## config.mk

```make
export PLATFORM = sky130hd
export DESIGN_NAME = pc_fetch_pipeline_stack
export DESIGN_NICKNAME = d
export VERILOG_FILES = /design/src/hdl/seq_pkg.sv /design/src/hdl/pc_fetch_pipeline_stack.sv /design/src/hdl/phase_gen.sv /design/src/hdl/return_stack.sv
export VERILOG_INCLUDE_DIRS = /design/src /design/src/hdl
export SDC_FILE = /design/constraint.sdc
export NUM_CORES = 1
export LEC_CHECK = 0
export BUFFER_PORTS_ARGS = -buffer_cell sky130_fd_sc_hd__buf_2
export CORE_MARGIN = 2
export CORE_UTILIZATION = 50
export DETAILED_ROUTE_END_ITERATION = 10
export PLACE_DENSITY = 0.76
export REMOVE_ABC_BUFFERS = 1
export SLEW_MARGIN = 15
export SYNTH_ARGS = -nofsm -noshare
export SYNTH_HDL_FRONTEND = slang
export SYNTH_SLANG_ARGS = --single-unit
```

## constraint.sdc

```tcl
create_clock -name pclk -period 2.85 [get_ports pclk]
set_input_delay 0.57 -clock pclk [delete_from_list [all_inputs] [get_ports pclk]]
set_output_delay 0.57 -clock pclk [all_outputs]
set_load 0.005 [all_outputs]
```

## src/hdl/seq_params.svh

```systemverilog
// Constants for the instruction sequencer: offsets, fields, resets and counts.
`ifndef SEQ_PARAMS_SVH
`define SEQ_PARAMS_SVH

`define PC_WIDTH 11
`define WORD_WIDTH 16
`define PADDR_WIDTH 12
`define PHASE_COUNT 4
`define STACK_DEPTH 8
`define RESET_VECTOR 11'h000

`define OFS_PC_LOW 12'h000
`define OFS_STATUS 12'h004
`define OFS_CONTROL 12'h008

`define ST_FULL_BIT 0
`define ST_OVF_BIT 1
`define ST_HELD_BIT 2
`define ST_PAGE_LSB 4
`define CTL_RUN_BIT 0
`define CTL_RUN_RST 1'b1

`endif

```

## src/hdl/seq_pkg.sv

```systemverilog
// Types shared by the instruction sequencer and its decoder partner.
`include "seq_params.svh"

package seq_pkg;

    typedef enum logic [2:0] {
        OP_SEQ = 3'b000,
        OP_JUMP = 3'b001,
        OP_CALL = 3'b010,
        OP_RET = 3'b011,
        OP_RETURN_FROM_IRQ_OP = 3'b100,
        OP_SKIP = 3'b101
    } op_kind_t;

    typedef enum logic [1:0] {
        SEL_NONE = 2'b00,
        SEL_PCL = 2'b01,
        SEL_STATUS = 2'b10,
        SEL_CONTROL = 2'b11
    } reg_sel_t;

    typedef struct packed {
        op_kind_t op;
        logic skip_taken;
        logic [`PC_WIDTH-1:0] target;
    } decode_t;

    typedef struct packed {
        logic valid;
        logic [`PC_WIDTH-1:0] addr;
        logic [`WORD_WIDTH-1:0] word;
    } exec_t;

endpackage : seq_pkg

```

## src/hdl/pc_fetch_pipeline_stack.sv

```systemverilog
// Program counter, fetch/execute pipeline and return stack control with APB access.
//
// Chosen here: the APB interface to the registers and the address map.
`timescale 1ns/1ps
`include "seq_params.svh"

module pc_fetch_pipeline_stack (
    // Clock and reset
    input wire logic pclk,
    input wire logic presetn,
    // APB slave
    input wire logic psel,
    input wire logic penable,
    input wire logic pwrite,
    input wire logic [`PADDR_WIDTH-1:0] paddr,
    input wire logic [31:0] pwdata,
    output logic [31:0] prdata,
    output logic pready,
    output logic pslverr,
    // Program memory
    output logic [`PC_WIDTH-1:0] fetch_addr,
    input wire logic [`WORD_WIDTH-1:0] fetch_word,
    // Instruction decoder
    output seq_pkg::exec_t exec,
    input wire seq_pkg::decode_t decode,
    // Interrupt logic
    input wire logic irq_req,
    input wire logic [`PC_WIDTH-1:0] irq_vector,
    output logic irq_ack,
    output logic stack_full,
    // Phase indication, bit 0 is the fetch phase
    output logic [`PHASE_COUNT-1:0] phase
);
    import seq_pkg::*;

    function automatic reg_sel_t reg_decode(input logic [`PADDR_WIDTH-1:0] addr);
        case (addr)
            `OFS_PC_LOW: reg_decode = SEL_PCL;
            `OFS_STATUS: reg_decode = SEL_STATUS;
            `OFS_CONTROL: reg_decode = SEL_CONTROL;
            default: reg_decode = SEL_NONE;
        endcase
    endfunction : reg_decode

    logic [`PC_WIDTH-1:0] pc_reg;
    logic [`PC_WIDTH-1:0] pc_next;
    logic [`WORD_WIDTH-1:0] prefetch_reg;
    logic prefetch_valid_reg;
    logic pcl_pending_reg;
    logic [7:0] pcl_data_reg;
    logic run_reg;
    logic overflow_reg;
    logic [`PHASE_COUNT-1:0] phase_w;
    logic [`PC_WIDTH-1:0] stack_top;
    logic boundary;
    logic capture;
    logic do_jump;
    logic do_call;
    logic do_ret;
    logic do_skip;
    logic branch;
    logic do_pcl;
    logic do_irq;
    logic redirect;
    logic push;
    logic pop;
    logic apb_access;
    logic apb_write;
    reg_sel_t sel;

    phase_gen #(
        .PHASES(`PHASE_COUNT)
    ) u_phase (
        .pclk(pclk),
        .presetn(presetn),
        .phase(phase_w)
    );

    return_stack #(
        .DEPTH(`STACK_DEPTH),
        .WIDTH(`PC_WIDTH)
    ) u_stack (
        .pclk(pclk),
        .presetn(presetn),
        .push(push),
        .pop(pop),
        .push_data(fetch_addr),
        .top_data(stack_top),
        .full(stack_full)
    );

    assign phase = phase_w;
    // The edge closing the last phase opens the next fetch phase.
    assign boundary = phase_w[`PHASE_COUNT-1] & run_reg;
    assign capture = phase_w[0];

    // The decoder looks at the executing word during the execute phases.
    always_comb begin
        do_jump = exec.valid && (decode.op == OP_JUMP || decode.op == OP_CALL);
        do_call = exec.valid && decode.op == OP_CALL;
        do_ret = exec.valid && (decode.op == OP_RET || decode.op == OP_RETURN_FROM_IRQ_OP);
        do_skip = exec.valid && decode.op == OP_SKIP && decode.skip_taken;
        branch = do_jump | do_ret | do_skip;
        do_pcl = pcl_pending_reg && !branch;
        // A full stack only withholds the acknowledge; the request stays with its owner.
        do_irq = irq_req && !stack_full && !branch && !pcl_pending_reg
                 && prefetch_valid_reg;
        redirect = branch | do_pcl | do_irq;
        if (do_jump) begin
            pc_next = decode.target;
        end else if (do_ret) begin
            pc_next = stack_top;
        end else if (do_pcl) begin
            pc_next = {fetch_addr[`PC_WIDTH-1:8], pcl_data_reg};
        end else if (do_irq) begin
            pc_next = irq_vector;
        end else begin
            pc_next = pc_reg;
        end
    end

    // The pushed address is the word fetched this cycle, the one that would run next.
    assign push = boundary && (do_call || do_irq);
    assign pop = boundary && do_ret;

    // Program counter and fetch address.
    always_ff @(posedge pclk or negedge presetn) begin
        if (!presetn) begin
            // The vector is fetched in the first cycle, so the counter already points past it.
            pc_reg <= `RESET_VECTOR + 11'h001;
            fetch_addr <= `RESET_VECTOR;
        end else if (boundary) begin
            fetch_addr <= pc_next;
            pc_reg <= pc_next + 1'b1;
        end
    end

    // Prefetch register, filled at the end of the fetch phase.
    always_ff @(posedge pclk or negedge presetn) begin
        if (!presetn) begin
            prefetch_reg <= '0;
            prefetch_valid_reg <= 1'b0;
        end else if (capture && run_reg) begin
            prefetch_reg <= fetch_word;
            prefetch_valid_reg <= 1'b1;
        end else if (boundary) begin
            prefetch_valid_reg <= 1'b0;
        end
    end

    // Execute stage. A redirect turns the word fetched beside it into a dummy cycle,
    // which is what makes every branch cost a second instruction cycle.
    always_ff @(posedge pclk or negedge presetn) begin
        if (!presetn) begin
            exec <= '0;
        end else if (boundary) begin
            exec.valid <= prefetch_valid_reg && !redirect;
            exec.addr <= fetch_addr;
            exec.word <= prefetch_reg;
        end
    end

    always_ff @(posedge pclk or negedge presetn) begin
        if (!presetn) begin
            irq_ack <= 1'b0;
        end else begin
            irq_ack <= boundary && do_irq;
        end
    end

    // APB slave with one wait state on every access.
    assign apb_access = psel && penable && !pready;
    assign apb_write = apb_access && pwrite;
    assign sel = reg_decode(paddr);

    always_ff @(posedge pclk or negedge presetn) begin
        if (!presetn) begin
            pready <= 1'b0;
            pslverr <= 1'b0;
            prdata <= '0;
        end else begin
            pready <= apb_access;
            pslverr <= apb_access && sel == SEL_NONE;
            prdata <= '0;
            if (apb_access && !pwrite) begin
                case (sel)
                    // Reads show the executing instruction's address.
                    SEL_PCL: prdata <= {24'h000000, exec.addr[7:0]};
                    SEL_STATUS: begin
                        // Stack level and pointer are deliberately absent.
                        prdata[`ST_FULL_BIT] <= stack_full;
                        prdata[`ST_OVF_BIT] <= overflow_reg;
                        prdata[`ST_HELD_BIT] <= irq_req && stack_full;
                        prdata[`ST_PAGE_LSB+2:`ST_PAGE_LSB] <= exec.addr[`PC_WIDTH-1:8];
                    end
                    SEL_CONTROL: prdata[`CTL_RUN_BIT] <= run_reg;
                    default: prdata <= '0;
                endcase
            end
        end
    end

    // Pending low-byte write; a new write in the clearing cycle stays pending.
    always_ff @(posedge pclk or negedge presetn) begin
        if (!presetn) begin
            pcl_pending_reg <= 1'b0;
            pcl_data_reg <= '0;
        end else if (apb_write && sel == SEL_PCL) begin
            pcl_pending_reg <= 1'b1;
            pcl_data_reg <= pwdata[7:0];
        end else if (boundary && do_pcl) begin
            pcl_pending_reg <= 1'b0;
        end
    end

    always_ff @(posedge pclk or negedge presetn) begin
        if (!presetn) begin
            run_reg <= `CTL_RUN_RST;
        end else if (apb_write && sel == SEL_CONTROL) begin
            run_reg <= pwdata[`CTL_RUN_BIT];
        end
    end

    // Sticky overflow, cleared by writing one; a new overflow wins over the clear.
    always_ff @(posedge pclk or negedge presetn) begin
        if (!presetn) begin
            overflow_reg <= 1'b0;
        end else if (push && stack_full) begin
            overflow_reg <= 1'b1;
        end else if (apb_write && sel == SEL_STATUS && pwdata[`ST_OVF_BIT]) begin
            overflow_reg <= 1'b0;
        end
    end

endmodule : pc_fetch_pipeline_stack

```

## src/hdl/phase_gen.sv

```systemverilog
// Four-phase ring that splits the clock into instruction-cycle phases.
`timescale 1ns/1ps
`include "seq_params.svh"

module phase_gen #(
    parameter int PHASES = `PHASE_COUNT
) (
    // Clock and reset
    input wire logic pclk,
    input wire logic presetn,
    // One-hot phase, bit 0 is the fetch phase
    output logic [PHASES-1:0] phase
);

    // A rotating one-hot ring can never show two phases at once.
    always_ff @(posedge pclk or negedge presetn) begin
        if (!presetn) begin
            phase <= {{(PHASES-1){1'b0}}, 1'b1};
        end else begin
            phase <= {phase[PHASES-2:0], phase[PHASES-1]};
        end
    end

endmodule : phase_gen

```

## src/hdl/return_stack.sv

```systemverilog
// Hidden circular return-address stack.
`timescale 1ns/1ps
`include "seq_params.svh"

module return_stack #(
    parameter int DEPTH = `STACK_DEPTH,
    parameter int WIDTH = `PC_WIDTH
) (
    // Clock and reset
    input wire logic pclk,
    input wire logic presetn,
    // Push and pop requests, never both at once
    input wire logic push,
    input wire logic pop,
    input wire logic [WIDTH-1:0] push_data,
    // Top entry and fill state
    output logic [WIDTH-1:0] top_data,
    output logic full
);

    localparam int PTR_W = $clog2(DEPTH);
    localparam logic [PTR_W:0] LEVEL_MAX = (PTR_W+1)'(DEPTH);

    logic [WIDTH-1:0] entry [DEPTH];
    logic [PTR_W-1:0] ptr_reg;
    logic [PTR_W-1:0] wr_idx;
    logic [PTR_W:0] level_reg;
    logic [PTR_W:0] level_next;

    assign wr_idx = ptr_reg + 1'b1;
    assign top_data = entry[ptr_reg];

    generate
        for (genvar i = 0; i < DEPTH; i++) begin : g_entry
            always_ff @(posedge pclk or negedge presetn) begin
                if (!presetn) begin
                    entry[i] <= '0;
                end else if (push && wr_idx == PTR_W'(i)) begin
                    // On a full stack this slot holds the oldest entry.
                    entry[i] <= push_data;
                end
            end
        end
    endgenerate

    always_comb begin
        level_next = level_reg;
        if (push && level_reg != LEVEL_MAX) begin
            level_next = level_reg + 1'b1;
        end else if (pop && level_reg != '0) begin
            level_next = level_reg - 1'b1;
        end
    end

    always_ff @(posedge pclk or negedge presetn) begin
        if (!presetn) begin
            ptr_reg <= PTR_W'(DEPTH - 1);
            level_reg <= '0;
            full <= 1'b0;
        end else begin
            if (push) begin
                ptr_reg <= wr_idx;
            end else if (pop && level_reg != '0) begin
                ptr_reg <= ptr_reg - 1'b1;
            end
            level_reg <= level_next;
            full <= (level_next == LEVEL_MAX);
        end
    end

endmodule : return_stack

```

==> out/qor.csv, run 1 <==
stage,metric,value,unit
timing,Clock Skews,0.00844,ns
global_routing,first-pass GRT wire length,36700,um
worst_setup_path,cell mode on critical path,nor3_2,
clock_network,Clock Sinks,189,
clock_network,CTS tree,yes,
timing,WHS,0.116,ns
layout,Diodes inserted,0,
worst_setup_path,"Largest delay share family, worst path",compound AO/OA/AOI/OAI gates,
layout,Final #Nets,1070,
logic_synthesis,async set-reset flop share out of synthesis,100,%
logic_synthesis,sequential fraction of the synthesis area,50.9,%
layout,share of cells above drive strength 1,41.7,%
clock_network,hold buffer count at CTS,0,
layout,final instance area,0.0112,mm^2
clock_network,CTS buffer count,17,
floorplanning,Initial Util,51.3,%
logic_synthesis,"EDFF count, synth",0,
floorplanning,Rows,49,
layout,P&R area growth vs syn,20.5,%
floorplanning,die area,0.0197,mm^2
route,vias per cell,5.60,
route,Routed WL per cell,19.4,um
logic_synthesis,"Distinct cells, synth",71,
clock_network,Clock Tree Buf Depth,2,
placed_design,Final Wtd Congestion,0.907,
timing,RSZ-0062 raised after global routing,true,
logic_synthesis,#FFs+latches synth,189,
route,Total Wirelength,23400,um
timing,final hold vios,0,
global_routing,Overall Global Routing Usage,24.1,%
timing,final setup margin,-0.0160,ns
clock_network,clock-pin slew on the worst setup and hold paths,0.08,ns
logic_synthesis,Ys Warns,0,
logic_synthesis,Syn Area/Cell,11.8,um^2
floorplanning,chip height,140,um
timing,# setup viols final,2,
logic_synthesis,ys flop type,dfrtp_1,
worst_setup_path,CP Cell Sequence,mux4_2 > mux2_4 > a22oi_2 > o41ai_4 > ha_2 > o31ai_1 > a31oi_1 > o41ai_2 > nor3_2 > nand2_1 > nor3_2 > a221o_1,
power_and_ir_drop,P_leak,0.00572,uW
worst_setup_path,CP Class,reg -> reg,
logic_synthesis,Mapped Area,0.00931,mm^2
global_routing,largest net degree at the start of global routing,68,
global_routing,vias in the first global route,6704,
route,drt drc,0,
clock_network,H-tree Lvls,4,
flow_run,max-cap viol count,0,
timing,Final TNS setup,-0.0252,ns
floorplanning,Die Width,140,um
logic_synthesis,Syn Inst Count,791,
worst_setup_path,Worst EP required,3.17,ns
timing,period utilisation layout,101,%
placed_design,HPWL Detailed,16200,um
clock_network,Skew-Pair Late Insertion Delay,0.43,ns
worst_setup_path,"Buf+Inv Stages, Crit Path",0,
timing,Tmin final,2.87,ns
worst_setup_path,slowest CP cell,dfstp_2,
power_and_ir_drop,Peak VDD IR,0.356,mV
layout,most frequent cells in the layout,"dfrtp_1 (183), nand2_1 (150), buf_2 (121)",
placed_design,Place WS,-0.224,ns
route,vias,6755,
timing,slew at the pin closest to its max-slew limit,0.812,ns
global_routing,grt total ovfl,0,
placed_design,PortBufs,122,
worst_setup_path,worst path arrival time,3.18,ns
global_routing,initial antenna violation count,0,
clock_network,Clk Tree Root Cell,clkbuf_16,
timing,fmax,0.349,GHz
route,DRT iter0 DRCs,504,
layout,max FFs per register,88,
worst_setup_path,critical path peak fanout,4,
worst_setup_path,CP startpoint kind,flip-flop,
placed_design,Area after DPL,0.0104,mm^2
worst_hold_path,Hold Path Class,in -> async,
timing,Rel. slew slack,45.7,%
floorplanning,I/O pins,171,
timing,Slew Limit Fails,0,
power_and_ir_drop,Design Power,5470,uW
worst_setup_path,CP peak stage delay,0.61,ns
route,First-pass DRT Iterations,5,
run_status,failing checks,setup timing,
run_status,status,"complete, but fails checks",
power_and_ir_drop,PwrDens,488,mW/mm^2
route,Antenna Violating Nets Remaining,0,
worst_setup_path,Critical Path Sink Type,flip-flop,
layout,"leading cell type in the layout, fill and taps excluded",dfrtp_1,
floorplanning,core outline area,0.0181,mm^2
==> through the flow <==
stage / util [%] / std cells
CTS: 61.2 / 1197
finish: 61.9 / 1206
global placement: 57.5 / 1162
global route: 61.9 / 1206
detailed placement: 57.5 / 1162
floorplan: - / 740
==> logic make-up (layout without fill, tap and decap cells) <==
| group | Yosys count | after routing | synth area share (%) |
|---|---|---|---|
| other | 1 | 24 | 0.0403 |
| adders and majority gates | 14 | 14 | 1.88 |
| buffers and inverters | 86 | 249 | 5.17 |
| AOI/OAI and AO/OA | 85 | 85 | 7.04 |
| xor gates and xnor gates | 16 | 16 | 1.51 |
| DFF | 189 | 189 | 50.9 |
| muxes | 157 | 157 | 21.0 |
| and+or+nand+nor | 243 | 243 | 12.5 |
==> synth_stat cells, types with 3 or more instances <==
cell type	instances	area, um^2
nand2_1	151	567
mux4_2	15	338
nor3_1	5	25.0
or2_2	3	18.8
dfrtp_1	183	4580
and2_1	4	25.0
a31oi_1	8	50.1
nand3b_1	9	67.6
mux2_2	117	1320
dfstp_2	6	158
a22oi_1	7	52.6
buf_6	3	33.8
mux2i_1	22	220
and3_1	10	62.6
xnor2_1	13	114
a21oi_1	13	65.1
nand3_1	9	45.0
o21ai_0	16	80.1
nor2_1	23	86.3
clkbuf_1	26	97.6
mux4_1	3	78.8
o41ai_2	5	81.3
nand2b_1	4	25.0
a2bb2oi_1	4	35.0
inv_1	11	41.3
o21ai_1	5	25.0
nand4_1	5	31.3
buf_2	12	60.1
ha_1	14	175
buf_1	4	15.0
buf_4	28	210
a211oi_1	4	30.0
xor2_1	3	26.3
nor4_1	3	18.8
==> worst register-to-register path: stages (launching register included) <==
cell     delay (ns)
dfstp_2        0.61
mux4_2         0.52
mux2_4         0.30
a22oi_2        0.20
o41ai_4        0.13
ha_2           0.20
o31ai_1        0.06
a31oi_1        0.09
o41ai_2        0.08
nor3_2         0.10
nand2_1        0.14
nor3_2         0.06
a221o_1        0.27
==> worst paths after layout <==
kind                                            endpoint  cells past startpoint                      startpoint  slack, ns
min in group pclk            prefetch_reg[1]$_DFFE_PN0P_                      2                   fetch_word[1]       0.36
min                        u_stack.entry[14]$_DFFE_PN0P_                      1                         presetn       0.12
max                                pc_reg[8]$_DFFE_PN0P_                     12  u_stack.ptr_reg[1]$_DFFE_PN1P_      -0.02
max reg2reg                        pc_reg[8]$_DFFE_PN0P_                     12  u_stack.ptr_reg[1]$_DFFE_PN1P_      -0.02
min reg2reg                   u_phase.phase[2]$_DFF_PN0_                      0      u_phase.phase[1]$_DFF_PN0_       0.37
max in group asynchronous     u_phase.phase[0]$_DFF_PN1_                      2                         presetn       1.96
==> power breakdown <==
part / total, uW / switching, uW / internal (uW)
Clock: 2400 / 1120 / 1270
Combinational: 379 / 209 / 170
Sequential: 2700 / 6.77 / 2690
==> final cells by class <==
class,instances,area [um^2]
fill,1479,6920
sequential,189,4740
multi-input combinational,539,4230
timing repair buffer,205,1330
clock buffer,19,443
tap,229,287
clock inverter,13,151
inverter,12,45.0
==> metal layers <==
layer | global-route usage, % | wire, um | vias to the layer above
met1 | 33.6 | 10200 | 3430
met5 | 0 | 0 | -
li1 | - | - | 3075
met3 | 5.23 | 1370 | 29
met2 | 38.5 | 11400 | 221
met4 | 7.00 | 474 | 0
==> what timing repair did <==
item                                    in CTS  in global routing
pin swaps                                    5                  4
endpoints found under the setup margin       4                  5
gates resized for setup                     10                  5
buffers inserted                             3                  8
gates cloned                                 0                  1
No activity file was read; power rests on OpenSTA's default activity.
==> inputs of run 2 (changes only) <==
Settings changed: ABC_AREA set to 1, CORE_UTILIZATION 50 to 45, PLACE_DENSITY 0.76 to 0.69.
==> run 2 against run 1 <==
  * The run now ends clean
  * Final cell count increased by 24%
  * Setup slack improved by 0.36 ns
  * Sequential power about the same
  * Area after synthesis decreased by 1.8%
  * Clock skew increased by 0.0033 ns
  * Power increased by 4.0%
  * Critical path depth increased by 4
  * Wire length decreased by 1.2%
  * Register-to-register slack improved by 0.36 ns
  * Flip-flop and latch count unchanged
  * Critical path type unchanged
  * Largest cell class unchanged
  * Largest power group unchanged
==> out/qor.csv, run 2 <==
stage,metric,value,unit
run_status,status,"finished, final reports clean",
worst_setup_path,r2r startpoint,u_stack.ptr_reg[0]$_DFFE_PN1P_,
timing,Slew Limit Fails,0,
worst_setup_path,worst path arrival time,2.84,ns
logic_synthesis,Syn Area/Cell,8.34,um^2
logic_synthesis,"top cells by area, synth","dfrtp_1 (50%), nand2_1 (12%), o21ai_0 (6.2%), nand3_1 (5.5%), inv_1 (3.5%)",
worst_setup_path,Reg2Reg Depth,16,
power_and_ir_drop,Pint,4280,uW
power_and_ir_drop,PwrDens,534,mW/mm^2
logic_synthesis,ys flop type,dfrtp_1,
clock_network,Clk Tree Root Cell,clkbuf_16,
global_routing,first-pass GRT wire length,38300,um
worst_setup_path,worst setup path end,pc_reg[8]$_DFFE_PN0P_,
worst_setup_path,worst reg2reg endpoint,pc_reg[8]$_DFFE_PN0P_,
timing,# setup viols final,0,
logic_synthesis,#FFs+latches synth,189,
floorplanning,Rows,52,
timing,Clock Skews,0.0117,ns
route,vias per cell,5.20,
floorplanning,Die Width,147,um
timing,Final TNS setup,0,ns
timing,Tmin final,2.51,ns
clock_network,hold buffer count at CTS,0,
layout,share of cells above drive strength 1,19.4,%
power_and_ir_drop,sw frac,24.9,%
power_and_ir_drop,Net Sw Power,1420,uW
worst_setup_path,Worst path depth,16,
floorplanning,I/O pins,171,
floorplanning,die area,0.0215,mm^2
timing,final hold vios,0,
logic_synthesis,"EDFF count, synth",0,
clock_network,# resized after CTS,0,
layout,"leading cell type in the layout, fill and taps excluded",nand2_1,
logic_synthesis,"count leader, synth",nand2_1,
route,vias,7774,
clock_network,Clock Tree Buf Depth,2,
logic_synthesis,Mapped Area,0.00915,mm^2
logic_synthesis,"Distinct cells, synth",45,
logic_synthesis,sequential fraction of the synthesis area,51.8,%
logic_synthesis,Syn Inst Count,1096,
layout,P&R area growth vs syn,16.6,%
clock_network,Clock Sinks,189,
route,Total Wirelength,23100,um
worst_setup_path,crit path launch,u_stack.ptr_reg[0]$_DFFE_PN1P_,
worst_setup_path,CP Class,reg -> reg,
placed_design,PortBufs,122,
clock_network,CTS buffer count,17,
power_and_ir_drop,P_leak,0.00542,uW
clock_network,Post-CTS Setup Bufs,0,
global_routing,largest net degree at the start of global routing,64,
worst_hold_path,Hold Path Class,in -> async,
worst_setup_path,slowest CP cell,dfstp_2,
clock_network,CTS tree,yes,
clock_network,H-tree Lvls,4,
timing,final setup margin,0.344,ns
logic_synthesis,Ys Warns,0,
flow_run,max-cap viol count,0,
timing,period utilisation layout,87.9,%
placed_design,Final Wtd Congestion,0.878,
worst_setup_path,Worst EP required,3.18,ns
layout,max FFs per register,88,
worst_setup_path,R2R Setup Slk,0.34,ns
power_and_ir_drop,Comb pwr share,7.9,%
placed_design,Place WS,0.0865,ns
global_routing,initial antenna violation count,0,
worst_setup_path,critical path peak fanout,18,
route,DRT iter0 DRCs,663,
route,Antenna Violating Nets Remaining,0,
worst_setup_path,"Buf+Inv Stages, Crit Path",4,
timing,Rel. slew slack,29.4,%
worst_setup_path,CP Cell Sequence,inv_2 > o21ai_0 > o221ai_1 > nand3_1 > nand2_1 > inv_1 > nand2_1 > nand2_2 > inv_1 > ha_1 > inv_1 > nor2_4 > nand2_1 > nand2_1 > nand3_1 > nand2_1,
floorplanning,Initial Util,45.5,%
power_and_ir_drop,Flop pwr share,47.6,%
layout,Final #Nets,1318,
route,Routed WL per cell,15.5,um
global_routing,vias in the first global route,7383,
global_routing,Overall Global Routing Usage,22.5,%
worst_setup_path,Critical Path Sink Type,flip-flop,
clock_network,Skew-Pair Late Insertion Delay,0.45,ns
layout,number of fill cells,1872,
timing,RSZ-0062 raised after global routing,false,
worst_setup_path,"Largest delay share family, worst path",flip-flops,
logic_synthesis,async set-reset flop share out of synthesis,100,%
power_and_ir_drop,Clk pwr share,44.5,%
timing,fmax,0.399,GHz
logic_synthesis,share of the synthesized area in the top cell type,50.1,%
timing,slew at the pin closest to its max-slew limit,1.06,ns
worst_setup_path,CP peak stage delay,0.68,ns
floorplanning,core outline area,0.0201,mm^2
global_routing,grt total ovfl,0,
layout,Diodes inserted,0,
worst_setup_path,CP startpoint kind,flip-flop,
placed_design,HPWL Detailed,16100,um
logic_synthesis,"area leader, netlist",dfrtp_1,
logic_synthesis,Synth top cells by count,"nand2_1 (303), dfrtp_1 (183), o21ai_0 (114)",
route,First-pass DRT Iterations,5,
worst_setup_path,cell mode on critical path,nand2_1,
layout,"Core Util, Final",53.0,%
route,drt drc,0,
power_and_ir_drop,Peak VDD IR,0.468,mV
layout,most frequent cells in the layout,"nand2_1 (302), dfrtp_1 (183), buf_2 (121)",
clock_network,clock-pin slew on the worst setup and hold paths,0.08,ns
floorplanning,chip height,147,um
## run 2: cell types whose count changed in the layout (fill, tap and decap cells not counted), sizes merged, moves of 12 or more
cell and change:
a21oi +12, buf -47, inv +76, mux2 -110
mux2i -22, mux4 -18, nand2 +165, nand3 +94
nor2 +37, o21ai +128
## run 2: power groups by stage
stage	Clock [uW]	Combinational (uW)	Sequential, uW
6_report	2530	450	2710
3_3_place_gp	0	445	2760
2_1_floorplan	0	228	2770
3_5_place_dp	0	450	2760
5_1_grt	2680	509	2710
4_1_cts	2550	453	2710
## run 2: cell type report
cell class	count	area (um^2)	share of cell area, %
repair buffers	157	932	8.75
multi-input cells	757	3690	34.6
well taps	270	338	3.17
inverters	90	338	3.17
flip-flops and latches	189	4740	44.4
clock buffers	19	443	4.16
clock inverters	13	181	1.70
## run 2: worst min path at each step
stage / endpoint / slack [ns]
detailed placement: u_phase.phase[2]$_DFF_PN0_ / 0.36
floorplan: exec[0]$_DFFE_PN0P_ / 0.27
global route: u_stack.entry[68]$_DFFE_PN0P_ / 0.14
CTS: u_stack.entry[74]$_DFFE_PN0P_ / 0.12
global placement: u_phase.phase[2]$_DFF_PN0_ / 0.35
finish: u_stack.entry[74]$_DFFE_PN0P_ / 0.11
## run 2: kinds of logic (layout without fill, tap and decap cells)
family	count (synthesis)	in the layout	share of synthesized area, %
flops	189	189	51.8
fa+ha+maj	14	14	1.92
compound gates	199	199	11.6
other cells	1	24	0.0410
simple gates	504	504	24.1
mux	7	7	0.862
xor+xnor	9	9	0.862
buf+inv	173	279	8.82
## run 2: worst register-to-register path: stages, from the launching register on
cell,delay (ns)
dfstp_2,0.68
inv_2,0.21
o21ai_0,0.23
o221ai_1,0.13
nand3_1,0.10
nand2_1,0.05
inv_1,0.05
nand2_1,0.05
nand2_2,0.11
inv_1,0.07
ha_1,0.27
inv_1,0.18
nor2_4,0.07
nand2_1,0.06
nand2_1,0.04
nand3_1,0.05
nand2_1,0.05
## run 2: layer usage
metal	wire, um	GRT usage [%]	vias to the layer above
li1	-	-	3741
met5	0	0	-
met1	10600	31.6	3738
met3	1430	4.28	35
met2	10700	35.4	260
met4	425	7.18	0
## run 2: metrics by stage
step / cell area (um^2) / std cells / hold slack (ns) / total power, uW
4_1_cts: 10700 / 1495 / 0.124 / 5720
3_5_place_dp: 10000 / 1463 / 0.357 / 3210
3_3_place_gp: 10000 / 1463 / 0.355 / 3200
6_report: 10700 / 1495 / 0.114 / 5690
2_1_floorplan: 8760 / 1036 / 0.274 / 3000
5_1_grt: 10700 / 1495 / 0.141 / 5900
